==> src/acc_adc_regs.vh <==
`ifndef ACC_ADC_REGS_VH
`define ACC_ADC_REGS_VH

// Result width and full scale
`define ACC_RES_W        12
`define ACC_FULL_SCALE   12'hFFF
`define ACC_SUM_W        16
// Conversion phases in converter clock periods
`define ACC_SAMPLE_PER   5'h04
`define ACC_TOTAL_PER    5'h10
`define ACC_CONV_PER     5'h0C
// Accumulation count
`define ACC_ACCUM_CNT    5'h10
// Divider
`define ACC_DIV_SEL_W    3
`define ACC_DIV_CNT_W    7
// Lowest channel code that is not an external pin
`define ACC_CH_NONE_MIN  4'h4
// States
`define ACC_ST_IDLE      2'h0
`define ACC_ST_SAMPLE    2'h1
`define ACC_ST_CONVERT   2'h2
`define ACC_ST_DONE      2'h3

`endif

==> src/acc_adc_ctrl.v <==
// Contract
// - Start pulse low, high, low triggers exactly one conversion, or 16 in accumulate mode.
// - Busy high during conversion; low at end with result registers valid.
// - Power enable low switches converter circuitry off.
// - Channel codes 0100 to 1111 disconnect all external pins.
// - Accumulate bit and justify bit together set output format.
// - Interrupt only when global and converter enables are both high.
// - Twelve bit result, full scale FFF, step of reference over 4096.
// - One conversion is 4 sample plus 12 convert clock periods.
// - Accumulate mode sums 16 conversions into a 16-bit result.
// - Completion sets the converter interrupt request flag.
// - Busy sets as soon as a conversion is initiated.
`timescale 1ns/1ps
`default_nettype none
`include "acc_adc_regs.vh"

module acc_adc_ctrl
(
    input  wire                       sys_clk_i,
    input  wire                       rst_n_i,
    input  wire                       conv_power_enable_i,
    input  wire                       start_bit_i,
    input  wire [`ACC_DIV_SEL_W-1:0]  conv_clock_divider_sel_i,
    input  wire [2:0]                 input_source_sel_i,
    input  wire [3:0]                 external_channel_sel_i,
    input  wire [1:0]                 reference_source_sel_i,
    input  wire                       accumulate_mode_bit_i,
    input  wire                       result_justify_bit_i,
    input  wire                       global_irq_enable_i,
    input  wire                       conv_irq_enable_i,
    input  wire                       conv_irq_flag_clr_i,
    input  wire [`ACC_RES_W-1:0]      analog_code_i,
    output wire                       analog_power_o,
    output wire                       analog_sample_o,
    output wire [3:0]                 pin_channel_o,
    output wire                       pin_connect_o,
    output wire [2:0]                 analog_source_o,
    output wire [1:0]                 analog_reference_o,
    output wire                       conv_busy_flag_o,
    output wire                       conv_irq_flag_o,
    output wire                       irq_o,
    output wire [7:0]                 result_high_reg_o,
    output wire [7:0]                 result_low_reg_o
);

    ////////////////////////////////////////////////////////////////////////
    reg                       start_d_r;
    reg                       armed_r;
    reg  [1:0]                state_r;
    reg  [1:0]                state_nxt;
    reg  [4:0]                per_r;
    reg  [4:0]                rep_r;
    reg  [`ACC_SUM_W-1:0]     sum_r;
    reg                       accum_r;
    reg                       irq_flag_r;
    reg  [7:0]                res_hi_r;
    reg  [7:0]                res_lo_r;
    wire                      tick;
    wire                      trigger;
    wire                      running;
    wire [`ACC_SUM_W-1:0]     sum_add;
    wire                      finish;

    assign trigger = start_d_r && !start_bit_i && armed_r;
    assign running = (state_r == `ACC_ST_SAMPLE)
                  || (state_r == `ACC_ST_CONVERT);

    acc_clk_div u_div
    (
        .sys_clk_i (sys_clk_i),
        .rst_n_i   (rst_n_i),
        .run_i     (running),
        .sel_i     (conv_clock_divider_sel_i),
        .tick_o    (tick)
    );

    // Rising edge arms; falling edge with power on fires
    always @(posedge sys_clk_i or negedge rst_n_i)
    begin
        if (!rst_n_i)
        begin
            start_d_r <= 1'b0;
            armed_r   <= 1'b0;
        end
        else
        begin
            start_d_r <= start_bit_i;
            if (!conv_power_enable_i)
                armed_r <= 1'b0;
            else if (!start_d_r && start_bit_i)
                armed_r <= 1'b1;
            else if (trigger)
                armed_r <= 1'b0;
        end
    end

    ////////////////////////////////////////////////////////////////////////
    always @*
    begin
        state_nxt = state_r;
        case (state_r)
            `ACC_ST_IDLE:
                if (trigger && conv_power_enable_i)
                    state_nxt = `ACC_ST_SAMPLE;
            `ACC_ST_SAMPLE:
                if (tick && per_r == `ACC_SAMPLE_PER - 5'h01)
                    state_nxt = `ACC_ST_CONVERT;
            `ACC_ST_CONVERT:
                if (tick && per_r == `ACC_TOTAL_PER - 5'h01)
                begin
                    if (accum_r && rep_r != `ACC_ACCUM_CNT - 5'h01)
                        state_nxt = `ACC_ST_SAMPLE;
                    else
                        state_nxt = `ACC_ST_DONE;
                end
            `ACC_ST_DONE:
                state_nxt = `ACC_ST_IDLE;
            default:
                state_nxt = `ACC_ST_IDLE;
        endcase
        if (!conv_power_enable_i)
            state_nxt = `ACC_ST_IDLE;
    end

    assign sum_add     = sum_r + {4'h0, analog_code_i};
    // Result and flag land on the edge at which busy drops
    assign finish      = (state_r == `ACC_ST_CONVERT)
                      && (state_nxt == `ACC_ST_DONE);

    always @(posedge sys_clk_i or negedge rst_n_i)
    begin
        if (!rst_n_i)
        begin
            state_r <= `ACC_ST_IDLE;
            per_r   <= 5'h00;
            rep_r   <= 5'h00;
            sum_r   <= 16'h0000;
            accum_r <= 1'b0;
        end
        else
        begin
            state_r <= state_nxt;
            if (state_r == `ACC_ST_IDLE)
            begin
                per_r   <= 5'h00;
                rep_r   <= 5'h00;
                sum_r   <= 16'h0000;
                accum_r <= accumulate_mode_bit_i;
            end
            else if (tick && running)
            begin
                if (per_r == `ACC_TOTAL_PER - 5'h01)
                begin
                    per_r <= 5'h00;
                    rep_r <= rep_r + 5'h01;
                    sum_r <= sum_add;
                end
                else
                    per_r <= per_r + 5'h01;
            end
        end
    end

    ////////////////////////////////////////////////////////////////////////
    // Result registers and request flag
    always @(posedge sys_clk_i or negedge rst_n_i)
    begin
        if (!rst_n_i)
        begin
            res_hi_r   <= 8'h00;
            res_lo_r   <= 8'h00;
            irq_flag_r <= 1'b0;
        end
        else
        begin
            if (finish)
            begin
                if (accum_r)
                begin
                    res_hi_r <= sum_add[15:8];
                    res_lo_r <= sum_add[7:0];
                end
                else if (result_justify_bit_i)
                begin
                    res_hi_r <= {4'h0, sum_add[11:8]};
                    res_lo_r <= sum_add[7:0];
                end
                else
                begin
                    res_hi_r <= sum_add[11:4];
                    res_lo_r <= {sum_add[3:0], 4'h0};
                end
            end
            if (finish)
                irq_flag_r <= 1'b1;
            else if (conv_irq_flag_clr_i)
                irq_flag_r <= 1'b0;
        end
    end

    ////////////////////////////////////////////////////////////////////////
    // busy from initiation
    assign conv_busy_flag_o   = running;
    assign irq_o              = irq_flag_r && global_irq_enable_i
                             && conv_irq_enable_i;
    assign conv_irq_flag_o    = irq_flag_r;
    assign result_high_reg_o  = res_hi_r;
    assign result_low_reg_o   = res_lo_r;
    assign analog_power_o     = conv_power_enable_i;
    assign analog_sample_o    = (state_r == `ACC_ST_SAMPLE);
    assign pin_connect_o      = conv_power_enable_i
                             && (external_channel_sel_i < `ACC_CH_NONE_MIN);
    assign pin_channel_o      = external_channel_sel_i;
    assign analog_source_o    = input_source_sel_i;
    assign analog_reference_o = reference_source_sel_i;

endmodule
`default_nettype wire

==> src/acc_clk_div.v <==
`timescale 1ns/1ps
`default_nettype none
`include "acc_adc_regs.vh"

module acc_clk_div
(
    input  wire                       sys_clk_i,
    input  wire                       rst_n_i,
    input  wire                       run_i,
    input  wire [`ACC_DIV_SEL_W-1:0]  sel_i,
    output wire                       tick_o
);

    reg  [`ACC_DIV_CNT_W-1:0] cnt_r;
    wire [`ACC_DIV_CNT_W-1:0] limit;

    assign limit  = (7'h01 << sel_i) - 7'h01;
    assign tick_o = run_i && (cnt_r >= limit);

    always @(posedge sys_clk_i or negedge rst_n_i)
    begin
        if (!rst_n_i)
            cnt_r <= 7'h00;
        else if (!run_i || tick_o)
            cnt_r <= 7'h00;
        else
            cnt_r <= cnt_r + 7'h01;
    end

endmodule
`default_nettype wire

==> config.mk <==
export PLATFORM = sky130hd
export DESIGN_NAME = acc_adc_ctrl
export DESIGN_NICKNAME = d
export VERILOG_FILES = /design/src/acc_adc_ctrl.v /design/src/acc_clk_div.v
export VERILOG_INCLUDE_DIRS = /design/src
export SDC_FILE = /design/constraint.sdc
export NUM_CORES = 1
export LEC_CHECK = 0
export BUFFER_PORTS_ARGS = -buffer_cell sky130_fd_sc_hd__buf_2
export CAP_MARGIN = 20
export CORE_ASPECT_RATIO = 1.1
export CORE_MARGIN = 8
export CORE_UTILIZATION = 38
export DETAILED_ROUTE_END_ITERATION = 16
export PLACE_DENSITY = 0.64
export RECOVER_POWER = 25
export SETUP_SLACK_MARGIN = 0.15
export SYNTH_ARGS = -nofsm -noshare
export SYNTH_HDL_FRONTEND = slang
export SYNTH_HIERARCHICAL = 1
export SYNTH_SLANG_ARGS = --single-unit
==> constraint.sdc <==
create_clock -name sys_clk_i -period 2.7 [get_ports sys_clk_i]
set_input_delay 0.135 -clock sys_clk_i [delete_from_list [all_inputs] [get_ports sys_clk_i]]
set_output_delay 0.135 -clock sys_clk_i [all_outputs]
set_load 0.05 [all_outputs]
==> results.cfg, run 1 <==
[status]
status = complete, no violations

[place]
io_buffers = 49
hpwl_um = 6270
routabilityCongestion = 0.824
dp.cells = 529
place_area_mm2 = 0.00379

[pwr]
switching_share_pct = 29.8
internal_power_w = 0.00110
p_leak_nw = 1.81
p_seq_share_pct = 53.6
p_sw_w = 0.000468
p_comb_share_pct = 15.5
pwr_density_cell_mw_per_mm2 = 392
power_frac_clock_pct = 30.9
vdd_drop_max_mv = 0.211

[critical_path]
end_kind = flip-flop
crit_fanout = 6
cp-start-kind = flip-flop
critPathKind = flip-flop to flip-flop
r2r_slack_ns = 0.26
cp.required_ns = 2.89
arrival_ns = 2.63

[global_routing]
busiest_layer = met2
grt_use_total_pct = 13.4
first_global_vias = 2890
grt_max_degree = 26
met2_usage_pct = 24.3
gr-usage-met1_pct = 15.6
grt_antenna_before_repair = 0
grt_pass1_wl_um = 13700
met3_usage_pct = 3.39
grt-ovfl-total = 0

[routing]
post_drt_wl_per_cell_um = 14.9
routed_wl_um = 8130
drtIter0Drc = 106
num_vias = 2864
drtPass1Iterations = 4
vias_per_cell = 5.26
drc = 0
ant_nets = 0

[worst_hold_path]
hold_path.class = input port to flip-flop

[yosys]
ys_types = 58
synth-edff-count = 0
avgSynthCellArea_um2 = 9.19
ys_warn_count = 6
synth_async_sr_flop_share_pct = 100
ys_ff_latch = 55
synth_area_mm2 = 0.00342
synthFlopType = dfrtp_1
synthCells = 372
ys_seq_area_share_pct = 40.2
syn_nets = 432

[cells_and_area]
final_area_mm2 = 0.00401
instances_no_fill = 544
final_util_pct = 45.4
synthToLayoutAreaGrowth_pct = 17.3
drive_above_1_share_pct = 22.1
n_antenna_cell = 0
final_nets = 489

[sta]
tns_ns = 0
whs_ns = 0.0781
hold_viol = 0
min_period_over_period_pct = 90.3
slew_viol_final = 0
max_freq_mhz = 410
rsz0062_at_grt = no
fin_crit_ns = 2.44
fin_skew_ns = 0.0114
tightest_slew_ns = 0.996
setup_viol = 0
slew-limit-headroom_pct = 33.6

[job]
drv_cap = 0

[floorplanning]
initial_utilization_pct = 38.7
ios = 64
rows = 36
die_h_um = 115
core_area_mm2 = 0.00883
dieArea_mm2 = 0.0123
die_w_um = 106

[clocking]
insertion_delay_ns = 0.32
cts_root_buf = clkbuf_8
clkSlewWorstSetupHoldPaths_ns = 0.10
h-tree-depth = 2
cts.path.max_buffers = 2
cts_made_buffers = 5
cts_sinks = 55
cts_tree = built
-- critical path: stages (launching register included) --
cell,delay (ns)
dfrtp_1,0.42
ha_1,0.34
and2_2,0.22
a41oi_2,0.21
nor2b_2,0.08
nand2_1,0.07
nor2_1,0.04
and4_1,0.23
or3_4,0.43
nand3_1,0.14
o221ai_1,0.12
-- power by group through the flow --
stage | sequential (W) | clock [W] | combinational (W)
5_1_grt | 0.000844 | 0.000537 | 0.000273
3_3_place_gp | 0.000860 | 0 | 0.000234
2_1_floorplan | 0.000857 | 0 | 0.000180
4_1_cts | 0.000844 | 0.000496 | 0.000241
3_5_place_dp | 0.000860 | 0 | 0.000237
6_report | 0.000842 | 0.000486 | 0.000244
-- repair_timing --
| action | 4_1_cts | 5_1_grt |
|---|---|---|
| setup endpoints to repair | 1 | 31 |
| endpoints found under the hold margin | 15 | 0 |
| setup buffers | 0 | 4 |
| hold buffers | 3 | 0 |
| resized for setup | 1 | 14 |
-- per-stage QoR --
step	total power [W]	setup WS, ns
floorplan	0.00104	0.209
global placement	0.00109	0.0824
detailed placement	0.00110	0.00783
CTS	0.00158	0.192
global route	0.00165	0.161
finish	0.00157	0.261
-- synth_stat cells, types with 2 or more instances --
master     n  area (um^2)
mux2i_1    6         60.1
nor2_1    28          105
a21o_1     3         22.5
o21ai_0   20          100
or2_2      2         12.5
a21boi_0   2         15.0
nand2_1   58          218
nor2b_1    4         25.0
buf_6      2         22.5
nor3b_1    2         15.0
and3_1     5         31.3
a21oi_2    2         17.5
o211ai_1   5         37.5
a31oi_1    2         12.5
a211oi_1   5         37.5
buf_4     10         75.1
nor3_1     4         20.0
ha_1      26          325
a21oi_1   35          175
or3_1      3         18.8
nand3_1   13         65.1
nand4_1    7         43.8
clkbuf_1   5         18.8
mux2_2     2         22.5
xnor2_1   18          158
xor2_1     8         70.1
inv_1      9         33.8
dfrtp_1   55         1380
and2_1     2         12.5
-- final cells by class --
type	instances	area, um^2
Tap cell	114	143
Inverter	9	33.8
Sequential cell	55	1380
Timing Repair Buffer	69	409
Multi-Input combinational cell	289	1950
Clock buffer	5	68.8
Clock inverter	3	25.0
Fill cell	880	4820
-- cell families after synthesis --
| logic type | after synthesis | share of synthesized area (%) |
|---|---|---|
| fa+ha+maj | 28 | 10.4 |
| flops | 55 | 40.2 |
| mux | 9 | 2.74 |
| buf+inv | 28 | 4.65 |
| simple gates | 136 | 18.6 |
| compound gates | 90 | 16.7 |
| xor+xnor | 26 | 6.66 |
-- path summary, 6_finish.rpt --
kind | from | to | depth (start not counted)
max reg2reg | u_div/cnt_r[6] | result_high_reg_o[4] | 10
min | accumulate_mode_bit_i | accum_r | 2
max in group asynchronous | rst_n_i | sum_r[8] | 3
min in group asynchronous | rst_n_i | result_low_reg_o[7] | 2
max | u_div/cnt_r[6] | result_high_reg_o[4] | 10
min reg2reg | result_low_reg_o[0] | result_low_reg_o[0] | 2
-- state kept, by name (all words and copies together) (netlist names), 2 cells and up --
| signal | flops |
|---|---|
| result_high_reg_o | 8 |
| per_r | 5 |
| u_div/cnt_r | 7 |
| state_r | 2 |
| sum_r | 16 |
| result_low_reg_o | 8 |
| rep_r | 5 |
-- per-layer routing --
metal  wire length, um  up-vias
met5                 0        -
met4                56        0
met3               443        6
met2              4210       52
met1              3420     1380
li1                  -     1426
-- cells in the final DEF (no fill, tap or decap), drive strengths merged, types with 11 or more instances in the layout --
cell and count:
o21ai 22, nand2 58, a21oi 37, buf 60, clkbuf 11, ha 26, nor2 29, dfrtp 55
xnor2 18, nand3 13
Power figures use the tool's default switching activity.
==> run 2, diff against run 1 <==
SYNTH_HIERARCHICAL = unset   (was 1)
==> run 2 against run 1 <==
The flow now finishes with violations (capacitance limit, slew limit). Sequential power shrank 1%. Clock-buffer cell count grew 2. Global-route usage grew 0.18 points. Hold slack lost 0.035 ns. Clock power grew 2%. Critical path type unchanged. Largest power group unchanged.
==> results.cfg, run 2 <==
[cells_and_area]
instances_no_fill = 553
drive_above_1_share_pct = 22.9
largest_register_ffs = 16
n_antenna_cell = 0
nFillCells = 890
final_cell_mix = dfrtp_1, nor2_1, buf_2, nand2_1
synthToLayoutAreaGrowth_pct = 15.8
final_common_cell = dfrtp_1
top_register = sum_r
final_nets = 495

[floorplanning]
core_area_mm2 = 0.00931
rows = 37
dieArea_mm2 = 0.0128
die_w_um = 109
die_h_um = 118
ios = 64
initial_utilization_pct = 38.6

[yosys]
synth_area_leaders = dfrtp_1, ha_1, nand2_1
synthCells = 382
ys_ff_latch = 55
ys_seq_area_share_pct = 38.3
synth_area_mm2 = 0.00360
synthFlopType = dfrtp_1
synth_top_area_cell = dfrtp_1
synth_most_common_cell = dfrtp_1
ys_warn_count = 0
synth_async_sr_flop_share_pct = 100
synth-edff-count = 0
netlist.area_leader.share_pct = 38.3
avgSynthCellArea_um2 = 9.41
ys_types = 60
syn_nets = 442
synth_commonest_cells = dfrtp_1, nand2_1, nor2_1, ha_1, a21oi_1

[sta]
hold_viol = 0
fin_skew_ns = 0.00583
max_freq_mhz = 404
min_period_over_period_pct = 91.7
slew-limit-headroom_pct = -11.8
setup_viol = 0
rsz0062_at_grt = yes
slew_viol_final = 30
fin_crit_ns = 2.47
tightest_slew_ns = 1.68
tns_ns = 0

[routing]
vias_per_cell = 5.28
drtIter0Drc = 169
ant_nets = 0
drtPass1Iterations = 4
routed_wl_um = 8330
drc = 0
post_drt_wl_per_cell_um = 15.1
num_vias = 2921

[critical_path]
arrival_ns = 2.69
r2r-start = sum_r[7]
cp-start-kind = flip-flop
end_kind = flip-flop
r2r_slack_ns = 0.23
r2r_end = result_high_reg_o[4]
crit_fanout = 6
reg2reg_depth = 8
cp.required_ns = 2.91
critPathKind = flip-flop to flip-flop

[place]
io_buffers = 49
dp.cells = 539
hpwl_um = 6340
routabilityCongestion = 0.893

[global_routing]
grt_antenna_before_repair = 0
grt_max_degree = 30
grt_use_total_pct = 13.6
first_global_vias = 2927
grt_pass1_wl_um = 14300
grt-ovfl-total = 0

[worst_hold_path]
hp-start = accumulate_mode_bit_i
hold_depth = 2
hold_path.class = input port to flip-flop
holdPathEnd = accum_r

[clocking]
cts_root_buf = clkbuf_8
cts_tree = built
clkSlewWorstSetupHoldPaths_ns = 0.10
cts_made_buffers = 5
cts_sinks = 55
insertion_delay_ns = 0.32
cts.path.max_buffers = 2
h-tree-depth = 2

[status]
violations = capacitance limit, slew limit
status = finished, violations left

[pwr]
p_leak_nw = 1.92
pwr_density_cell_mw_per_mm2 = 359
vdd_drop_max_mv = 0.200

[job]
drv_cap = 1
run 2: changes by cell type in the layout (fill, tap and decap cells not counted), sizes merged, moves of 4 or more:
cell / delta
xnor2: -9
nand2: -14
mux2: +11
nand3: -4
nand4: -5
a21oi: -12
xor2: +6
nor2: +14
inv: +4
run 2: cell families after synthesis:
logic type / synth area share, %
and+or+nand+nor: 16.9
AOI/OAI and AO/OA: 18.1
DFF: 38.3
buffers and inverters: 5.15
adders and majority gates: 9.88
xor gates and xnor gates: 5.60
muxes: 6.12
run 2: final cells by class:
cell class	count	area (um^2)	area share (%)
clock buffers	7	86.3	2.07
clock inverters	1	8.76	0.210
inverters	13	48.8	1.17
multi-input cells	292	2090	50.2
flip-flops and latches	55	1380	33.1
well taps	117	146	3.52
repair buffers	68	404	9.71
run 2: worst max-delay path by stage:
stage	endpoint	slack [ns]	from	depth (start not counted)
after floorplan	result_high_reg_o[0]	0.16	conv_clock_divider_sel_i[1]	11
after global placement	result_high_reg_o[3]	0.06	conv_clock_divider_sel_i[1]	10
after detailed placement	result_high_reg_o[5]	0.02	conv_clock_divider_sel_i[1]	10
after CTS	result_high_reg_o[2]	0.15	sum_r[0]	11
after global routing	sum_r[14]	0.14	state_r[0]	10
final	result_high_reg_o[4]	0.23	sum_r[7]	8
run 2: report_power, final:
| part | internal (W) | switching, W |
|---|---|---|
| clock network | 0.000211 | 0.000287 |
| registers | 0.000826 | 0.00000436 |
| logic | 0.0000640 | 0.000102 |
| total | 0.00110 | 0.000393 |
run 2: critical path: stages (launching register included):
cell and delay, ns:
dfrtp_1 0.39, ha_1 0.40, o21ai_0 0.12, nor3_1 0.29, nand2_1 0.15, nor4b_1 0.17, o41ai_1 0.39, o21ai_0 0.17
mux2_4 0.28
run 2: metal layers:
layer | part of all wire, % | vias to the layer above | wire [um] | track usage, %
li1 | - | 1446 | - | -
met1 | 48 | 1398 | 4020 | 18.6
met2 | 46 | 68 | 3790 | 20.5
met3 | 4.8 | 9 | 402 | 2.74
met4 | 1.4 | 0 | 114 | 4.88
met5 | 0 | - | 0 | 0
run 2: through the flow:
| step | utilization (%) | hold WS (ns) | worst slack, ns | cell area [um^2] | power, W |
|---|---|---|---|---|---|
| after floorplan | - | -0.161 | 0.165 | 3610 | 0.000969 |
| after global placement | 42.7 | 0.215 | 0.0634 | 3970 | 0.00101 |
| after detailed placement | 42.7 | 0.224 | 0.0207 | 3970 | 0.00101 |
| after CTS | 44.2 | 0.0341 | 0.146 | 4110 | 0.00151 |
| after global routing | 44.7 | 0.0328 | 0.143 | 4160 | 0.00156 |
| final | 44.7 | 0.0428 | 0.225 | 4160 | 0.00149 |
run 2: what timing repair did:
action                                  in CTS  in global routing
endpoints found under the setup margin       2                 29
pin swaps                                    3                  6
resized for setup                            2                 15
hold buffers                                 3                  0
gates cloned                                 0                  0
hold endpoints to repair                    29                  0
setup buffers                                1                  2
==> run 3, diff against run 2 <==
CORE_ASPECT_RATIO = unset   (was 1.1)
==> run 3 against run 2 <==
The run now ends clean. Power is 6.4% higher. Utilization is 2.7 points higher. Final cell count is 1.8% higher. Clock power is 17% higher. Via count is 2.6% higher. Combinational power is 7% higher. Critical endpoint is now result_high_reg_o[7]. Highest routed layer unchanged.
==> results.cfg, run 3 (synthesis gave the netlist of run 2 again) <==
[status]
status = complete, no violations

[cells_and_area]
nFillCells = 878
register_area_mm2 = 0.00138
final_area_mm2 = 0.00437
drive_above_1_share_pct = 27.9
top_register = sum_r
instances_no_fill = 563
n_antenna_cell = 0
synthToLayoutAreaGrowth_pct = 21.5
final_util_pct = 47.5
final_nets = 511
largest_register_ffs = 16
multi_input_area_mm2 = 0.00217
final_common_cell = dfrtp_1
final_cell_mix = dfrtp_1, buf_2, nor2_1, nand2_1, buf_4

[sta]
max_freq_mhz = 404
fin_skew_ns = 0.00837
tightest_slew_ns = 1.39
slew-limit-headroom_pct = 7.15
setup_viol = 0
worst_slack_ns = 0.222
min_period_over_period_pct = 91.8
tns_ns = 0
slew_viol_final = 0
fin_crit_ns = 2.48
rsz0062_at_grt = yes
hold_viol = 0

[global_routing]
grt_pass1_wl_um = 14100
grt_antenna_before_repair = 0
grt_max_degree = 32
grt_use_total_pct = 13.5
grt-ovfl-total = 0
first_global_vias = 2878

[worst_hold_path]
hold_path.class = input port to flip-flop

[clocking]
cts.path.max_buffers = 2
cts_root_buf = clkbuf_8
clkSlewWorstSetupHoldPaths_ns = 0.10
cts_tree = built
insertion_delay_ns = 0.31
cts_sinks = 55
cts_made_buffers = 5
h-tree-depth = 2

[critical_path]
cp.required_ns = 2.90
path_buf_inv = 0
cp-start-kind = flip-flop
critPathKind = flip-flop to flip-flop
cpPeakStageDelay_ns = 0.46
crit_chain = ha_1 > a2111oi_4 > o32ai_4 > a31o_1 > o22ai_4 > nand2_8 > mux2_4
critPathTopFamily = compound AO/OA/AOI/OAI gates
arrival_ns = 2.68
worst_path_max_delay_cell = a2111oi_4
end_kind = flip-flop
crit_fanout = 8

[routing]
routed_wl_um = 8480
vias_per_cell = 5.32
drc = 0
drtIter0Drc = 169
ant_nets = 0
drtPass1Iterations = 5
post_drt_wl_per_cell_um = 15.1
num_vias = 2996

[floorplanning]
die_w_um = 113
initial_utilization_pct = 39.1
die_h_um = 113
rows = 35
dieArea_mm2 = 0.0128
core_area_mm2 = 0.00920
ios = 64

[place]
io_buffers = 49
dp.cells = 545
place_ws_ns = -0.191
routabilityCongestion = 0.875
hpwl_um = 6510
place_area_mm2 = 0.00406

[pwr]
p_leak_nw = 2.05
pwr_density_cell_mw_per_mm2 = 364
vdd_drop_max_mv = 0.182

[job]
drv_cap = 0
## run 3: cell count changes in the layout (fill, tap and decap cells not counted), sizes merged
cell    delta
bufinv     +1
buf       +16
nand2      +1
clkbuf     -2
inv        +1
clkinv     -1
## run 3: layout make-up
| type | instances | area share, % |
|---|---|---|
| Clock buffer | 6 | 1.89 |
| Clock inverter | 2 | 0.888 |
| Inverter | 13 | 1.12 |
| Multi-Input combinational cell | 293 | 49.6 |
| Sequential cell | 55 | 31.5 |
| Tap cell | 111 | 3.18 |
| Timing Repair Buffer | 83 | 11.8 |
## run 3: repair_timing
item / CTS / global route
setup buffers: 1 / 5
resized for setup: 8 / 19
gates cloned: 0 / 1
endpoints found under the hold margin: 26 / 0
setup endpoints to repair: 24 / 17
pin swaps: 5 / 6
hold buffers: 3 / 0
## run 3: worst reg2reg max path, stage by stage (launching register included)
cell	delay [ns]
dfrtp_1	0.41
ha_1	0.34
a2111oi_4	0.46
o32ai_4	0.17
a31o_1	0.23
o22ai_4	0.29
nand2_8	0.14
mux2_4	0.32
## run 3: routing by layer
layer / share of wire (%) / vias up / GRT usage, %
met5: 0 / - / 0
met4: 1.2 / 0 / 4.26
met3: 5.2 / 8 / 3.09
met2: 47 / 61 / 22.0
met1: 47 / 1444 / 17.2
li1: - / 1483 / -
## run 3: metrics by stage
step	hold slack, ns	power, W
finish	0.0708	0.00159
global route	0.0565	0.00167
floorplan	-0.161	0.000969
global placement	0.162	0.00101
detailed placement	0.175	0.00101
CTS	0.0430	0.00161
## run 3: power breakdown
group	internal (W)	leakage [nW]	total [W]	switching [W]
clock network	0.000306	0.0618	0.000584	0.000278
registers	0.000826	0.758	0.000831	0.00000427
logic	0.0000689	1.23	0.000177	0.000108
total	0.00120	2.05	0.00159	0.000390
## run 3: final timing paths
path	from	slack [ns]	to	depth (start not counted)
hold reg to reg	result_low_reg_o[5]	0.51	result_low_reg_o[5]	1
hold / removal	accumulate_mode_bit_i	0.07	accum_r	2
max in group asynchronous	rst_n_i	0.93	armed_r	3
setup / recovery	u_div.cnt_r[1]	0.22	result_high_reg_o[7]	7
min in group asynchronous	rst_n_i	0.66	sum_r[6]	2
setup reg to reg	u_div.cnt_r[1]	0.22	result_high_reg_o[7]	7
